<file path="src/hdl/gcs_cfg.svh">
/*
 * Offsets, field positions and reset values of the global control and
 * status registers. Assumes a 16-bit register address from the serial
 * host port decoder.
 */
`ifndef GCS_CFG_SVH
`define GCS_CFG_SVH

`define GCS_ADDR_W 16
`define GCS_CFG_BASE 16'h8000
`define GCS_STATUS_ADDR 16'h800E
`define GCS_CONTROL_ADDR 16'h800F

`define GCS_CTL_RX_EN_BIT 7
`define GCS_CTL_TX_EN_BIT 6
`define GCS_CTL_FLIP_BIT 3
`define GCS_CTL_RESET 8'h00

`define GCS_ST_READY_BIT 7
`define GCS_ST_ACTIVE_BIT 6
`define GCS_ST_SAFE_BIT 5
`define GCS_ST_RAM_CHECK_BUSY_BIT 4
`define GCS_ST_EEPROM_PROGRAM_ACTIVE_BIT 3
`define GCS_ST_AUTOLOAD_BIT 2
`define GCS_ST_RESET 8'h00

`define GCS_RX_CHANNELS 8
`define GCS_TX_CHANNELS 4
`define GCS_LABEL_W 8

`endif

</file>
<file path="src/hdl/gcs_pkg.sv">
/*
 * Types shared by the global control/status block.
 * Assumes gcs_cfg.svh supplies the numeric constants.
 */
package gcs_pkg;
  typedef logic [7:0] gcs_byte_t;
  typedef logic [15:0] gcs_addr_t;
  typedef logic [7:0] gcs_label_t;

  typedef struct packed {
    logic receive_global_enable;
    logic transmit_global_enable;
    logic [1:0] must_be_zero;
    logic label_bit_reverse;
    logic [2:0] spare;
  } gcs_ctrl_s;
endpackage

</file>
<file path="src/hdl/gcs_stat_if.sv">
/*
 * Operating-state flags passed from the status tracker to the register bank.
 * Assumes one clock domain; all members are registered at the producer.
 */
`timescale 1ns/1ps
interface gcs_stat_if;
  logic ready;
  logic active;
  logic safe;
  logic ram_check_busy;
  logic eeprom_program_active;
  logic config_autoload_active;

  modport prod (
    output ready,
    output active,
    output safe,
    output ram_check_busy,
    output eeprom_program_active,
    output config_autoload_active
  );
  modport cons (
    input ready,
    input active,
    input safe,
    input ram_check_busy,
    input eeprom_program_active,
    input config_autoload_active
  );
endinterface

</file>
<file path="src/hdl/gcs_status.sv">
/*
 * Tracks the device operating state from engine activity inputs.
 * Assumes all inputs are synchronous to clk and held as levels.
 */
`timescale 1ns/1ps
module gcs_status (
  input wire logic clk,
  input wire logic rst_n,
  input wire logic run,
  input wire logic core_ready,
  input wire logic bist_fail,
  input wire logic config_autoload_active_fail,
  input wire logic ram_check_run,
  input wire logic ram_clear_run,
  input wire logic eeprom_eeprom_program_active_run,
  input wire logic autoload_run,
  gcs_stat_if.prod st
);
  import gcs_pkg::*;

  logic ready_ff;
  logic active_ff;
  logic safe_ff;
  logic ram_busy_ff;
  logic eeprom_program_active_ff;
  logic autoload_ff;
  logic nxt_ready;
  logic nxt_active;

  // Programming cycle forces ready low until it ends
  assign nxt_ready = core_ready & ~eeprom_eeprom_program_active_run;
  // Not active while loading, checking or in safe mode
  assign nxt_active = run & nxt_ready & ~safe_ff & ~(bist_fail | config_autoload_active_fail)
    & ~autoload_run & ~ram_check_run & ~ram_clear_run;

  always_ff @(posedge clk or negedge rst_n) begin
    if (!rst_n) begin
      ready_ff <= 1'b0;
    end else begin
      ready_ff <= nxt_ready;
    end
  end

  always_ff @(posedge clk or negedge rst_n) begin
    if (!rst_n) begin
      active_ff <= 1'b0;
    end else begin
      active_ff <= nxt_active;
    end
  end

  // Safe mode is left only through reset
  always_ff @(posedge clk or negedge rst_n) begin
    if (!rst_n) begin
      safe_ff <= 1'b0;
    end else if (bist_fail | config_autoload_active_fail) begin
      safe_ff <= 1'b1;
    end
  end

  always_ff @(posedge clk or negedge rst_n) begin
    if (!rst_n) begin
      ram_busy_ff <= 1'b0;
      eeprom_program_active_ff <= 1'b0;
      autoload_ff <= 1'b0;
    end else begin
      ram_busy_ff <= ram_check_run | ram_clear_run;
      eeprom_program_active_ff <= eeprom_eeprom_program_active_run;
      autoload_ff <= autoload_run;
    end
  end

  assign st.ready = ready_ff;
  assign st.active = active_ff;
  assign st.safe = safe_ff;
  assign st.ram_check_busy = ram_busy_ff;
  assign st.eeprom_program_active = eeprom_program_active_ff;
  assign st.config_autoload_active = autoload_ff;
endmodule // gcs_status

</file>
<file path="src/hdl/gcs_regs.sv">
/*
 * Global control and status register bank with channel gating and label
 * bit-order reversal. Assumes the serial host port decoder presents one-cycle
 * read and write strobes with a 16-bit address, synchronous to clk.
 */
// Contract
// The configuration registers live in the space starting at 0x8000 and alone set up the device.
// Control bit 7 is the receive global enable; no receive channel accepts words unless it is one.
// With the receive global enable zero every receive bus is ignored, whatever channel enables say.
// Control bit 6 is the transmit global enable; no transmit channel sends unless it is one.
// With the transmit global enable zero no data is sent and all four schedulers are held in reset.
// Control bit 3 reverses the order of the eight label bits on both receive and transmit paths.
// The status register at 0x800E can be read at any time in any state.
// Status bit 7 mirrors the ready pin, high when host commands can be served.
// Status bit 6 is one once run is asserted and the device is in normal operation.
// Status bit 5 sets on entry to safe mode after a self-test or autoload failure.
// Status bit 4 is one while the RAM check and RAM clearing run.
// Status bit 3 is one during an external EEPROM programming cycle.
// During EEPROM programming the ready pin and status bit 7 stay low until it completes.
// Status bit 2 is one while the device loads its setup from the autoload EEPROM.
// The host writes receive channel control only while idle (run low, ready high).
// The host writes zero to control bits 5 and 4 and should write zero to bits 2 to 0.
// The status register is read-only, ignores writes, and bits 1 and 0 read zero.
`timescale 1ns/1ps
`include "gcs_cfg.svh"
module gcs_regs (
  input wire logic clk,
  input wire logic rst_n,
  input wire gcs_pkg::gcs_addr_t reg_addr,
  input wire logic reg_wr,
  input wire gcs_pkg::gcs_byte_t reg_wdata,
  input wire logic reg_rd,
  output gcs_pkg::gcs_byte_t reg_rdata,
  output logic reg_rvalid,
  output logic reg_hit,
  input wire logic run,
  input wire logic core_ready,
  input wire logic bist_fail,
  input wire logic config_autoload_active_fail,
  input wire logic ram_check_run,
  input wire logic ram_clear_run,
  input wire logic eeprom_eeprom_program_active_run,
  input wire logic autoload_run,
  output logic ready,
  output logic host_idle,
  output logic receive_global_enable,
  output logic transmit_global_enable,
  output logic label_bit_reverse,
  input wire logic [7:0] rx_chan_enable,
  output logic [7:0] rx_chan_accept,
  input wire logic [3:0] tx_chan_enable,
  output logic [3:0] tx_chan_send,
  output logic [3:0] tx_sched_reset,
  input wire gcs_pkg::gcs_label_t rx_label_in,
  input wire logic rx_label_valid,
  output gcs_pkg::gcs_label_t rx_label_out,
  output logic rx_label_out_valid,
  input wire gcs_pkg::gcs_label_t tx_label_in,
  input wire logic tx_label_valid,
  output gcs_pkg::gcs_label_t tx_label_out,
  output logic tx_label_out_valid
);
  import gcs_pkg::*;

  gcs_stat_if st_bus ();

  gcs_ctrl_s ctrl_ff;
  gcs_byte_t rdata_ff;
  logic rvalid_ff;
  logic hit_ff;
  logic idle_ff;
  logic [7:0] rx_accept_ff;
  logic [3:0] tx_send_ff;
  logic [3:0] tx_rst_ff;
  gcs_label_t rx_lbl_ff;
  gcs_label_t tx_lbl_ff;
  logic rx_lbl_v_ff;
  logic tx_lbl_v_ff;
  gcs_label_t rx_rev;
  gcs_label_t tx_rev;
  gcs_label_t nxt_rx_lbl;
  gcs_label_t nxt_tx_lbl;
  gcs_byte_t status_word;
  gcs_byte_t nxt_rdata;
  logic nxt_hit;
  logic ctl_sel;
  logic st_sel;

  gcs_status u_status (
    .clk(clk),
    .rst_n(rst_n),
    .run(run),
    .core_ready(core_ready),
    .bist_fail(bist_fail),
    .config_autoload_active_fail(config_autoload_active_fail),
    .ram_check_run(ram_check_run),
    .ram_clear_run(ram_clear_run),
    .eeprom_eeprom_program_active_run(eeprom_eeprom_program_active_run),
    .autoload_run(autoload_run),
    .st(st_bus.prod)
  );

  // Address decode inside the configuration space
  assign ctl_sel = (reg_addr == `GCS_CONTROL_ADDR);
  assign st_sel = (reg_addr == `GCS_STATUS_ADDR);

  // Status assembly; unused bits tied low
  always_comb begin
    status_word = `GCS_ST_RESET;
    status_word[`GCS_ST_READY_BIT] = st_bus.ready;
    status_word[`GCS_ST_ACTIVE_BIT] = st_bus.active;
    status_word[`GCS_ST_SAFE_BIT] = st_bus.safe;
    status_word[`GCS_ST_RAM_CHECK_BUSY_BIT] = st_bus.ram_check_busy;
    status_word[`GCS_ST_EEPROM_PROGRAM_ACTIVE_BIT] = st_bus.eeprom_program_active;
    status_word[`GCS_ST_AUTOLOAD_BIT] = st_bus.config_autoload_active;
  end

  // Control register: all eight bits store what the host writes;
  // reserved bits are kept so software reads back what it wrote
  always_ff @(posedge clk or negedge rst_n) begin
    if (!rst_n) begin
      ctrl_ff <= `GCS_CTL_RESET;
    end else if (reg_wr && ctl_sel) begin
      ctrl_ff <= reg_wdata;
    end
  end

  // Read path; no state gates it, so status is readable in any mode
  always_comb begin
    nxt_rdata = 8'h00;
    nxt_hit = 1'b0;
    if (ctl_sel) begin
      nxt_rdata = ctrl_ff;
      nxt_hit = 1'b1;
    end else if (st_sel) begin
      nxt_rdata = status_word;
      nxt_hit = 1'b1;
    end
  end

  // Writes to the status address fall through the decode untouched
  always_ff @(posedge clk or negedge rst_n) begin
    if (!rst_n) begin
      rdata_ff <= 8'h00;
      rvalid_ff <= 1'b0;
      hit_ff <= 1'b0;
    end else begin
      rvalid_ff <= reg_rd;
      if (reg_rd) begin
        rdata_ff <= nxt_rdata;
        hit_ff <= nxt_hit;
      end
    end
  end

  // Idle indication for the receive channel control write window
  always_ff @(posedge clk or negedge rst_n) begin
    if (!rst_n) begin
      idle_ff <= 1'b0;
    end else begin
      idle_ff <= ~run & core_ready & ~eeprom_eeprom_program_active_run;
    end
  end

  // Receive gating per channel
  genvar gi;
  generate
    for (gi = 0; gi < `GCS_RX_CHANNELS; gi++) begin : g_rx
      always_ff @(posedge clk or negedge rst_n) begin
        if (!rst_n) begin
          rx_accept_ff[gi] <= 1'b0;
        end else begin
          rx_accept_ff[gi] <= rx_chan_enable[gi] & ctrl_ff.receive_global_enable;
        end
      end
    end
  endgenerate

  // Transmit gating; schedulers held in reset while disabled
  generate
    for (gi = 0; gi < `GCS_TX_CHANNELS; gi++) begin : g_tx
      always_ff @(posedge clk or negedge rst_n) begin
        if (!rst_n) begin
          tx_send_ff[gi] <= 1'b0;
          tx_rst_ff[gi] <= 1'b1;
        end else begin
          tx_send_ff[gi] <= tx_chan_enable[gi] & ctrl_ff.transmit_global_enable;
          tx_rst_ff[gi] <= ~ctrl_ff.transmit_global_enable;
        end
      end
    end
  endgenerate

  // Label bit mirror for both directions
  generate
    for (gi = 0; gi < `GCS_LABEL_W; gi++) begin : g_rev
      assign rx_rev[gi] = rx_label_in[`GCS_LABEL_W - 1 - gi];
      assign tx_rev[gi] = tx_label_in[`GCS_LABEL_W - 1 - gi];
    end
  endgenerate

  assign nxt_rx_lbl = ctrl_ff.label_bit_reverse ? rx_rev : rx_label_in;
  assign nxt_tx_lbl = ctrl_ff.label_bit_reverse ? tx_rev : tx_label_in;

  // Receive label stage; words dropped while receive is disabled
  always_ff @(posedge clk or negedge rst_n) begin
    if (!rst_n) begin
      rx_lbl_ff <= 8'h00;
      rx_lbl_v_ff <= 1'b0;
    end else begin
      rx_lbl_v_ff <= rx_label_valid & ctrl_ff.receive_global_enable;
      if (rx_label_valid) begin
        rx_lbl_ff <= nxt_rx_lbl;
      end
    end
  end

  // Transmit label stage; nothing leaves while transmit is disabled
  always_ff @(posedge clk or negedge rst_n) begin
    if (!rst_n) begin
      tx_lbl_ff <= 8'h00;
      tx_lbl_v_ff <= 1'b0;
    end else begin
      tx_lbl_v_ff <= tx_label_valid & ctrl_ff.transmit_global_enable;
      if (tx_label_valid) begin
        tx_lbl_ff <= nxt_tx_lbl;
      end
    end
  end

  assign reg_rdata = rdata_ff;
  assign reg_rvalid = rvalid_ff;
  assign reg_hit = hit_ff;
  assign ready = st_bus.ready;
  assign host_idle = idle_ff;
  assign receive_global_enable = ctrl_ff.receive_global_enable;
  assign transmit_global_enable = ctrl_ff.transmit_global_enable;
  assign label_bit_reverse = ctrl_ff.label_bit_reverse;
  assign rx_chan_accept = rx_accept_ff;
  assign tx_chan_send = tx_send_ff;
  assign tx_sched_reset = tx_rst_ff;
  assign rx_label_out = rx_lbl_ff;
  assign rx_label_out_valid = rx_lbl_v_ff;
  assign tx_label_out = tx_lbl_ff;
  assign tx_label_out_valid = tx_lbl_v_ff;
endmodule // gcs_regs

</file>
<file path="config.mk">
export PLATFORM = sky130hd
export DESIGN_NAME = gcs_regs
export DESIGN_NICKNAME = d
export VERILOG_FILES = /design/src/hdl/gcs_pkg.sv /design/src/hdl/gcs_stat_if.sv /design/src/hdl/gcs_status.sv /design/src/hdl/gcs_regs.sv
export VERILOG_INCLUDE_DIRS = /design/src /design/src/hdl
export SDC_FILE = /design/constraint.sdc
export NUM_CORES = 1
export LEC_CHECK = 0
export ABC_AREA = 0
export BUFFER_PORTS_ARGS = -buffer_cell sky130_fd_sc_hd__buf_2
export CAP_MARGIN = 20
export CORE_MARGIN = 5
export CORE_UTILIZATION = 40
export DETAILED_ROUTE_END_ITERATION = 10
export GPL_TIMING_DRIVEN = 0
export PLACE_DENSITY_LB_ADDON = 0.05
export SYNTH_ARGS = -nofsm -noshare
export SYNTH_HDL_FRONTEND = slang
export SYNTH_HIERARCHICAL = 1
export SYNTH_SLANG_ARGS = --single-unit
</file>
<file path="constraint.sdc">
create_clock -name clk -period 1.25 [get_ports clk]
set_clock_uncertainty 0.05 [all_clocks]
set_input_delay 0.1875 -clock clk [delete_from_list [all_inputs] [get_ports clk]]
set_output_delay 0.1875 -clock clk [all_outputs]
set_load 0.02 [all_outputs]
</file>
After elaboration in Yosys (flattened, before gate mapping)
Cells that the tools add are included.
{"block": "totals", "output_inout_bits": 49, "input_bits": 66, "regBits": 56, "wordCells": 74}
{"block": "classes", "eq_ne": 2, "muxes": 6, "bitwise": 33, "n_reduce_logical": 1}
{"cell": "$eq 16x16->1 const B", "n": 2}
{"cell": "$mux 8", "n": 4}
{"cell": "$and 1x1->1", "n": 23}
{"cell": "$not 1->1", "n": 8}
{"cell": "$mux 1", "n": 2}
{"cell": "$or 1x1->1", "n": 2}
{"cell": "$logic_and 1x1->1", "n": 1}

Depth between registers and ports, before layout
Gate-level depths: netlist (run 1).
{"block": "logic_depth", "ltp_word": 8, "depth_mapped": 4, "depth_no_buf": 4}

Cells and area by module
The synthesis (run 1) kept the hierarchy.
{"module": "gcs_regs", "area_each_um2": 2074.5, "cells_each": 169, "instances": 1, "seq_area_each_um2": 1252.5}
{"module": "gcs_status", "area_each_um2": 192.7, "cells_each": 11, "instances": 1, "seq_area_each_um2": 150.1}

Worst setup path before layout (run 1)
No wires, ideal clock.
{"block": "synth_timing", "path_type": "input to register", "startpoint": "in reg_addr[5]", "endpoint": "reg ctrl_ff[0] (netlist name)", "n_path_buf": 0, "arrival_time_ps": 1497, "required_ps": 1075, "setup_time_ps": 125, "path_slack_ps": -421, "path_stages": 3, "cell_sequence": "or4b_1 > nor4_4 > mux2_2"}
{"block": "synth_via", "elab_chain_cells": 2}
{"element": "start, declared", "line": "gcs_regs.sv:29", "source": "input wire gcs_pkg::gcs_addr_t reg_addr,"}
{"element": "$eq 16x16->1 (no source line)"}
{"element": "$logic_and 1x1->1", "line": "gcs_regs.sv:123", "source": "end else if (reg_wr && ctl_sel) begin"}
{"element": "end signal, assigned", "line": "gcs_regs.sv:122", "source": "ctrl_ff <= `GCS_CTL_RESET;"}
{"element": "end signal, assigned", "line": "gcs_regs.sv:124", "source": "ctrl_ff <= reg_wdata;"}
{"element": "end, declared", "line": "gcs_regs.sv:67", "source": "gcs_ctrl_s ctrl_ff;"}
No other way between the ends.
A chain may end at the register's enable or synchronous reset.

Final worst setup path (run 1)
{"block": "layout_timing", "startpoint": "in reg_addr[7]", "endpoint": "reg ctrl_ff (netlist bit receive_global_enable)"}
The elaborated chain is that of the path after synthesis.

==> key figures, run 1 <==
Placed design
  • Placed Area: between 2000 and 3000 sq um
  • Pre-CTS setup slack: -0.727 ns
  • Final Wtd Congestion: roughly 0.73
  • Port Buffers: between 100 and 150
  • Detailed Place HPWL: around 4000 microns

Floorplan
  • Die area: 7270 sq um
  • I/O pin cnt: roughly 120
  • Initial Util: 41.2%
  • Placeable Area: 5510 sq um
  • Die Y: roughly 85 microns
  • Chip width: 85.3 microns
  • Num rows: 27

Clocking
  • Clock Sinks: 56
  • CTS tree: yes
  • Clock Pin Slew Worst Setup and Hold Paths: about 0.090 ns
  • H-tree depth: 2
  • Max clock buf depth: 2
  • Num CTS Buffers: 5
  • Clk_lat worst skew: 0.30 ns
  • CTS Root Buffer Type: clkbuf_8

Setup path
  • CP Class: input pin to register
  • Critical path required time: between 1 and 1.5 ns
  • CP Cell Sequence: buf_6, or4b_4, nor4_4, buf_4, mux2_4
  • Worst R2R Setup Slack: approximately 0.11 ns
  • CP max stage delay: ~0.54 ns
  • Reg-to-Reg End: u_status/st.active
  • RR Startpoint: u_status/st.safe
  • CP endpoint kind: register
  • Slowest CP cell: or4b_4
  • Arrival @ worst endpoint: 1.50 ns
  • Startpoint types: input pin
  • R2R depth: 2
  • Max FO, Critical Path: 3

Power
  • Leak pwr: between 1.5 and 2 nW
  • PwrDens: between 1000 and 1500 nW/um^2
  • Peak supply drop: ~0.5 mV
  • Pwr Total: about 3.3 mW

Cells and area
  • Final #Nets: between 300 and 400
  • Final instance area: ~3200 sq um
  • Area Overhead vs Synth: 40.6%
  • ANT cells: 0
  • Ratio of cells with drive above 1 in the final layout: about 47%

Routing
  • DRC violation count after routing: 0
  • DR vias: 1731
  • Metal3 WL: ~430 microns
  • Final wirelength: about 5300 microns
  • Vias per cell: approximately 4.6
  • Top layer in use: met4
  • DRT iter0 DRCs: 29
  • Wire length on met1: 2240 microns
  • Drt pass-1 iters: 4
  • Routed length per instance: around 14 microns
  • Final ANT Viol Nets: 0
  • WL met2: about 2600 microns

STA
  • Final hold violation count: 0
  • Setup-failing EPs final: 12
  • FMAX: ~740 MHz
  • Worst-Margin Slew: about 0.47 ns
  • RSZ-0062 raised after global routing: yes
  • Setup WS post-layout: -0.110 ns
  • Relative slew margins: 68.8%
  • Post-layout min period: ~1.4 ns
  • Fin crit share: 109%
  • Final Max Slew Viols: 0

Logic synthesis
  • Share of synthesized registers carrying an async set or reset: 100%
  • Synth Cell Area: about 2300 sq um
  • Sequential area share after synthesis: between 60% and 70%
  • Yosys warnings: 6
  • Synth Net Count: around 250
  • Syn avg cell area: 12.6 sq um
  • Syn Inst Count: 180
  • Cell variety after synth: 24
  • Register bit total from synthesis: 56
  • Post-synth top flop: dfrtp_1
  • Post-synth EDFFs: 0

Global route
  • Largest net degree at the start of global routing: 39
  • Gr ovfl total: 0
  • Initial antenna violation count: 0
  • Vias in the first global route: between 1500 and 2000
  • GRT Overall Usage: about 15%
  • Global-route wire length before repair: about 8500 microns

Min path
  • Min-Delay Startpoint: ram_clear_run
  • Hold Path Stages: 2
  • Min-Delay Path Class: input pin to register
  • WHS Endpoint: u_status/st.ram_check_busy

Outcome
  • Outcome: complete, but fails checks
  • Violated checks: setup timing

Run
  • Max-Cap Viols: 0
## worst max-delay path by stage
stage	startpoint	end	slack, ns	cells after the start
after global placement	reg_addr[10]	ctrl_ff[0]	-0.72	5
after detailed placement	reg_addr[5]	receive_global_enable	-0.73	4
after floorplan	reg_addr[5]	ctrl_ff[0]	-0.37	3
after global routing	reg_addr[13]	receive_global_enable	-0.17	6
after CTS	reg_addr[7]	receive_global_enable	-0.23	5
final	reg_addr[7]	receive_global_enable	-0.11	5
## kinds of logic after synthesis
group           count (synthesis)  synth area share (%)
simple gates                   47                  13.5
mux                            30                  13.7
flops                          56                  61.9
buf+inv                        22                  4.97
compound gates                 25                  5.96
## registers in the layout, summed over array words and instances, names as in the netlist, 4 cells and up
| signal | count |
|---|---|
| ctrl_ff | 5 |
| reg_rdata | 8 |
| rx_chan_accept | 8 |
| rx_label_out | 8 |
| tx_chan_send | 4 |
| tx_label_out | 8 |
## worst max-delay path, delay by kind of cell
kind	cells	cell delay, ns
muxes	1	0.30
and+or+nand+nor	2	0.73
buffers and inverters	2	0.28
## synth_stat cells, types with 2 or more instances
library cell	count	area, sq um
buf_4	4	30.0
nor4_4	2	42.5
nand2_1	4	15.0
mux2_2	8	90.1
mux2i_1	22	220
nor2_1	17	63.8
a21oi_1	16	80.1
o22ai_1	8	50.1
and2_1	14	87.6
inv_1	10	37.5
clkbuf_1	6	22.5
nor2b_1	2	12.5
buf_6	2	22.5
dfrtp_1	55	1380
## layer usage
layer | GRT usage, % | vias to the layer above
li1 | - | 852
met1 | 18.8 | 806
met2 | 23.7 | 65
met3 | 5.63 | 8
met4 | 4.32 | 0
met5 | 0 | -
## timing repair
item                                    CTS  global route
gates resized for setup                  21             4
hold buffers                              5             0
setup buffers                             3             1
endpoints found under the setup margin   22            18
pin swaps                                 2             4
hold endpoints to repair                 22             0
## layout by cell type (no fill, tap or decap), types with 2 or more instances in the layout
master and count:
nand2_1 3, mux2i_1 22, a21oi_1 16, nor4_4 2
dfrtp_1 54, nor2_1 17, dlygate4sd3_1 5, clkbuf_1 8
buf_4 4, inv_1 10, and2_1 14, nor2b_1 2
clkbuf_8 6, buf_2 104, buf_6 12, mux2_4 8
o22ai_1 8
## area by class of cell
cell class / count / area (sq um)
Buffer: 11 / 75.1
Timing Repair Buffer: 121 / 703
Inverter: 10 / 37.5
Fill cell: 506 / 2320
Clock buffer: 8 / 90.1
Multi-Input combinational cell: 102 / 788
Sequential cell: 56 / 1400
Tap cell: 72 / 90.1
## stage by stage
| stage | setup TNS, ns | instances | utilization (%) | hold WS (ns) |
|---|---|---|---|---|
| after floorplan | -4.01 | 180 | - | -0.158 |
| after global placement | -16.22 | 363 | 53.0 | 0.258 |
| after detailed placement | -10.03 | 364 | 53.3 | 0.106 |
| after CTS | -2.10 | 380 | 57.7 | 0.0279 |
| after global routing | -1.82 | 380 | 57.9 | 0.0282 |
| final | -1.12 | 380 | 57.9 | 0.0381 |
## power by group
part           leakage (nW)  switching (mW)  internal (mW)
Sequential            0.715          0.0249           1.87
Clock                0.0455           0.539          0.453
Combinational         0.843           0.225          0.179
(Power assumes the default switching activity.)
==> run 2: changes to the inputs <==
--- a/config.mk
+++ b/config.mk
@@ -14,6 +14,7 @@
 export DETAILED_ROUTE_END_ITERATION = 10
 export GPL_TIMING_DRIVEN = 0
 export PLACE_DENSITY_LB_ADDON = 0.05
+export SETUP_SLACK_MARGIN = 0.3
 export SYNTH_ARGS = -nofsm -noshare
 export SYNTH_HDL_FRONTEND = slang
 export SYNTH_HIERARCHICAL = 1
==> run 2 against run 1 <==
Effect of this change: the run ends with hold timing, setup timing left; cell count grew 5.5%; via count rose by 7.0%; die area unchanged; first-iteration DRC count up 45%; core utilization grew 9.6 points; worst setup slack lost 0.014 ns.
==> key figures, run 2 (same netlist as run 1, synthesis figures left out) <==
Outcome
  • Outcome: complete, but fails checks
  • Violated checks: hold timing, setup timing

Routing
  • Routed length per instance: 14.0 microns (-0.18%)
  • Final wirelength: 5600 microns (+5.3%)
  • Final ANT Viol Nets: 0 (unchanged)
  • Drt pass-1 iters: 3 (-1)
  • Vias per cell: 4.62 (+1.4%)
  • DRC violation count after routing: 0 (unchanged)
  • DR vias: 1853 (+7.0%)
  • DRT iter0 DRCs: 42 (+45%)

Setup path
  • Slowest CP cell: or4b_4
  • CP Cell Sequence: buf_6, or4b_4, nor4_4, buf_4, mux2_4
  • CP max stage delay: 0.54 ns (about the same)
  • Max FO, Critical Path: 3 (unchanged)
  • CP Class: input pin to register
  • Critical path required time: 1.39 ns (about the same)
  • Arrival @ worst endpoint: 1.52 ns (+0.02 ns)
  • Startpoint types: input pin
  • CP endpoint kind: register

Power
  • Switching power: 0.819 mW (+3.7%)
  • Leak pwr: 1.81 nW (+13%)
  • PwrDens: 984 nW/um^2 (-4.6%)
  • Int Pwr: 2.84 mW (+14%)
  • Register share of total power: 52.1% (-5.4 points)
  • Peak supply drop: 0.629 mV (+29%)
  • Sw Ratio: 22.4% (-1.6 points)
  • Clock share of power: 34.3% (+4.1 points)
  • Logic pwr share: 13.6% (+1.3 points)

Clocking
  • Clk_lat worst skew: 0.30 ns (about the same)
  • CTS tree: yes
  • H-tree depth: 2 (unchanged)
  • Max clock buf depth: 2 (unchanged)
  • Num CTS Buffers: 5 (unchanged)
  • Clock Sinks: 56 (unchanged)
  • CTS Root Buffer Type: clkbuf_8
  • Clock Pin Slew Worst Setup and Hold Paths: 0.09 ns (about the same)
  • Cts hold-fix bufs: 5 (unchanged)

Cells and area
  • Seq. cell area: 1400 sq um (unchanged)
  • Final #Nets: 394 (+5.6%)
  • Multi-input gate area in the final layout: 795 sq um (+0.79%)
  • Most frequent cells in the layout: buf_2, buf_6, dfrtp_1, mux2i_1, buf_4
  • Area Overhead vs Synth: 63.9%
  • Ratio of cells with drive above 1 in the final layout: 51.4% (+4.6 points)
  • Layout fillers: 447 (-12%)
  • ANT cells: 0 (unchanged)
  • Final instance area: 3710 sq um (+17%)
  • Commonest non-fill, non-tap cell in the layout: buf_2

Run
  • Max-Cap Viols: 0 (unchanged)

Min path
  • Min-Delay Path Class: input pin to async pin

Global route
  • Initial antenna violation count: 0 (unchanged)
  • Gr ovfl total: 0 (unchanged)
  • Largest net degree at the start of global routing: 30 (-23%)
  • GRT Overall Usage: 15.4% (+0.60 points)
  • Vias in the first global route: 1859 (+5.7%)
  • Global-route wire length before repair: 8860 microns (+3.7%)

Floorplan
  • Initial Util: 41.2% (unchanged)
  • Num rows: 27 (unchanged)
  • Chip width: 85.3 microns (unchanged)
  • Die Y: 85.3 microns (unchanged)
  • Die area: 7270 sq um (unchanged)
  • Placeable Area: 5510 sq um (unchanged)
  • I/O pin cnt: 115 (unchanged)

STA
  • Fin crit share: 110% (+1.1 points)
  • FMAX: 728 MHz (-1.0%)
  • Worst-Margin Slew: 0.647 ns (+0.178 ns)
  • Post-layout min period: 1.37 ns (+0.0140 ns)
  • Relative slew margins: 56.9% (-12 points)
  • Final hold violation count: 28 (+28)
  • Setup TNS: -1.16 ns (-0.0394 ns)
  • Setup WS post-layout: -0.124 ns (-0.0140 ns)
  • Fin Hold WS: -0.145 ns (-0.183 ns)
  • Setup-failing EPs final: 12 (unchanged)
  • RSZ-0062 raised after global routing: yes
  • Final Max Slew Viols: 0 (unchanged)

Placed design
  • Detailed Place HPWL: 3980 microns (-0.11%)
  • Placed Area: 2950 sq um (+0.38%)
  • Final Wtd Congestion: 0.737 (+0.66%)
  • Port Buffers: 111 (unchanged)
[run 2: metal layers]
metal	global-route usage (%)	part of all wire, %	vias to the layer above	wire [microns]
met5	0	0	-	0
met4	3.88	0.91	0	51
met3	4.66	7.2	6	405
met2	25.2	49	66	2720
met1	20.0	43	879	2430
li1	-	-	902	-
[run 2: power groups by stage]
stage                     logic (mW)  registers [mW]  clock network [mW]
final                          0.496            1.91                1.26
after global routing           0.540            1.91                1.37
after CTS                      0.486            1.91                1.30
after detailed placement       0.389            1.93                   0
after global placement         0.379            1.93                   0
after floorplan               0.0990            1.99                   0
[run 2: cell type report]
cell class | instances | area share [%]
buffer | 12 | 2.59
clock buffer | 7 | 2.59
clock inverter | 1 | 0.808
inverter | 10 | 1.01
multi-input combinational | 102 | 21.4
sequential | 56 | 37.8
tap | 72 | 2.43
timing repair buffer | 141 | 31.4
[run 2: critical path, delay by kind of cell]
kind,cells,cell delay (ns)
simple gates,2,0.74
buf+inv,2,0.29
mux,1,0.30
[run 2: per-stage QoR]
stage / power (mW) / setup slack, ns / hold WS [ns] / utilization (%) / cells
2_1_floorplan: 2.09 / -0.372 / -0.158 / - / 180
3_3_place_gp: 2.31 / -0.708 / 0.261 / 53.2 / 363
3_5_place_dp: 2.32 / -0.738 / 0.206 / 53.5 / 364
4_1_cts: 3.69 / -0.223 / -0.132 / 66.2 / 395
5_1_grt: 3.82 / -0.197 / -0.105 / 67.5 / 401
6_report: 3.66 / -0.124 / -0.145 / 67.5 / 401
[run 2: final timing paths]
check | start | end | slack [ns] | depth (start not counted)
min reg2reg | u_status/st.safe | u_status/st.safe | 0.46 | 1
min | rst_n | rx_chan_accept[4] | -0.14 | 1
max reg2reg | label_bit_reverse | tx_label_out[1] | 0.11 | 4
max | reg_addr[7] | ctrl_ff[0] | -0.12 | 5
max in group asynchronous | rst_n | tx_sched_reset[2] | 0.65 | 2
min in group clk | ram_clear_run | u_status/st.ram_check_busy | 0.03 | 2
[run 2: what timing repair did]
action,CTS,global route
buffers inserted,17,6
setup endpoints to repair,92,88
hold endpoints to repair,32,28
gates resized for setup,115,6
pin swaps,19,4
gates cloned,1,0
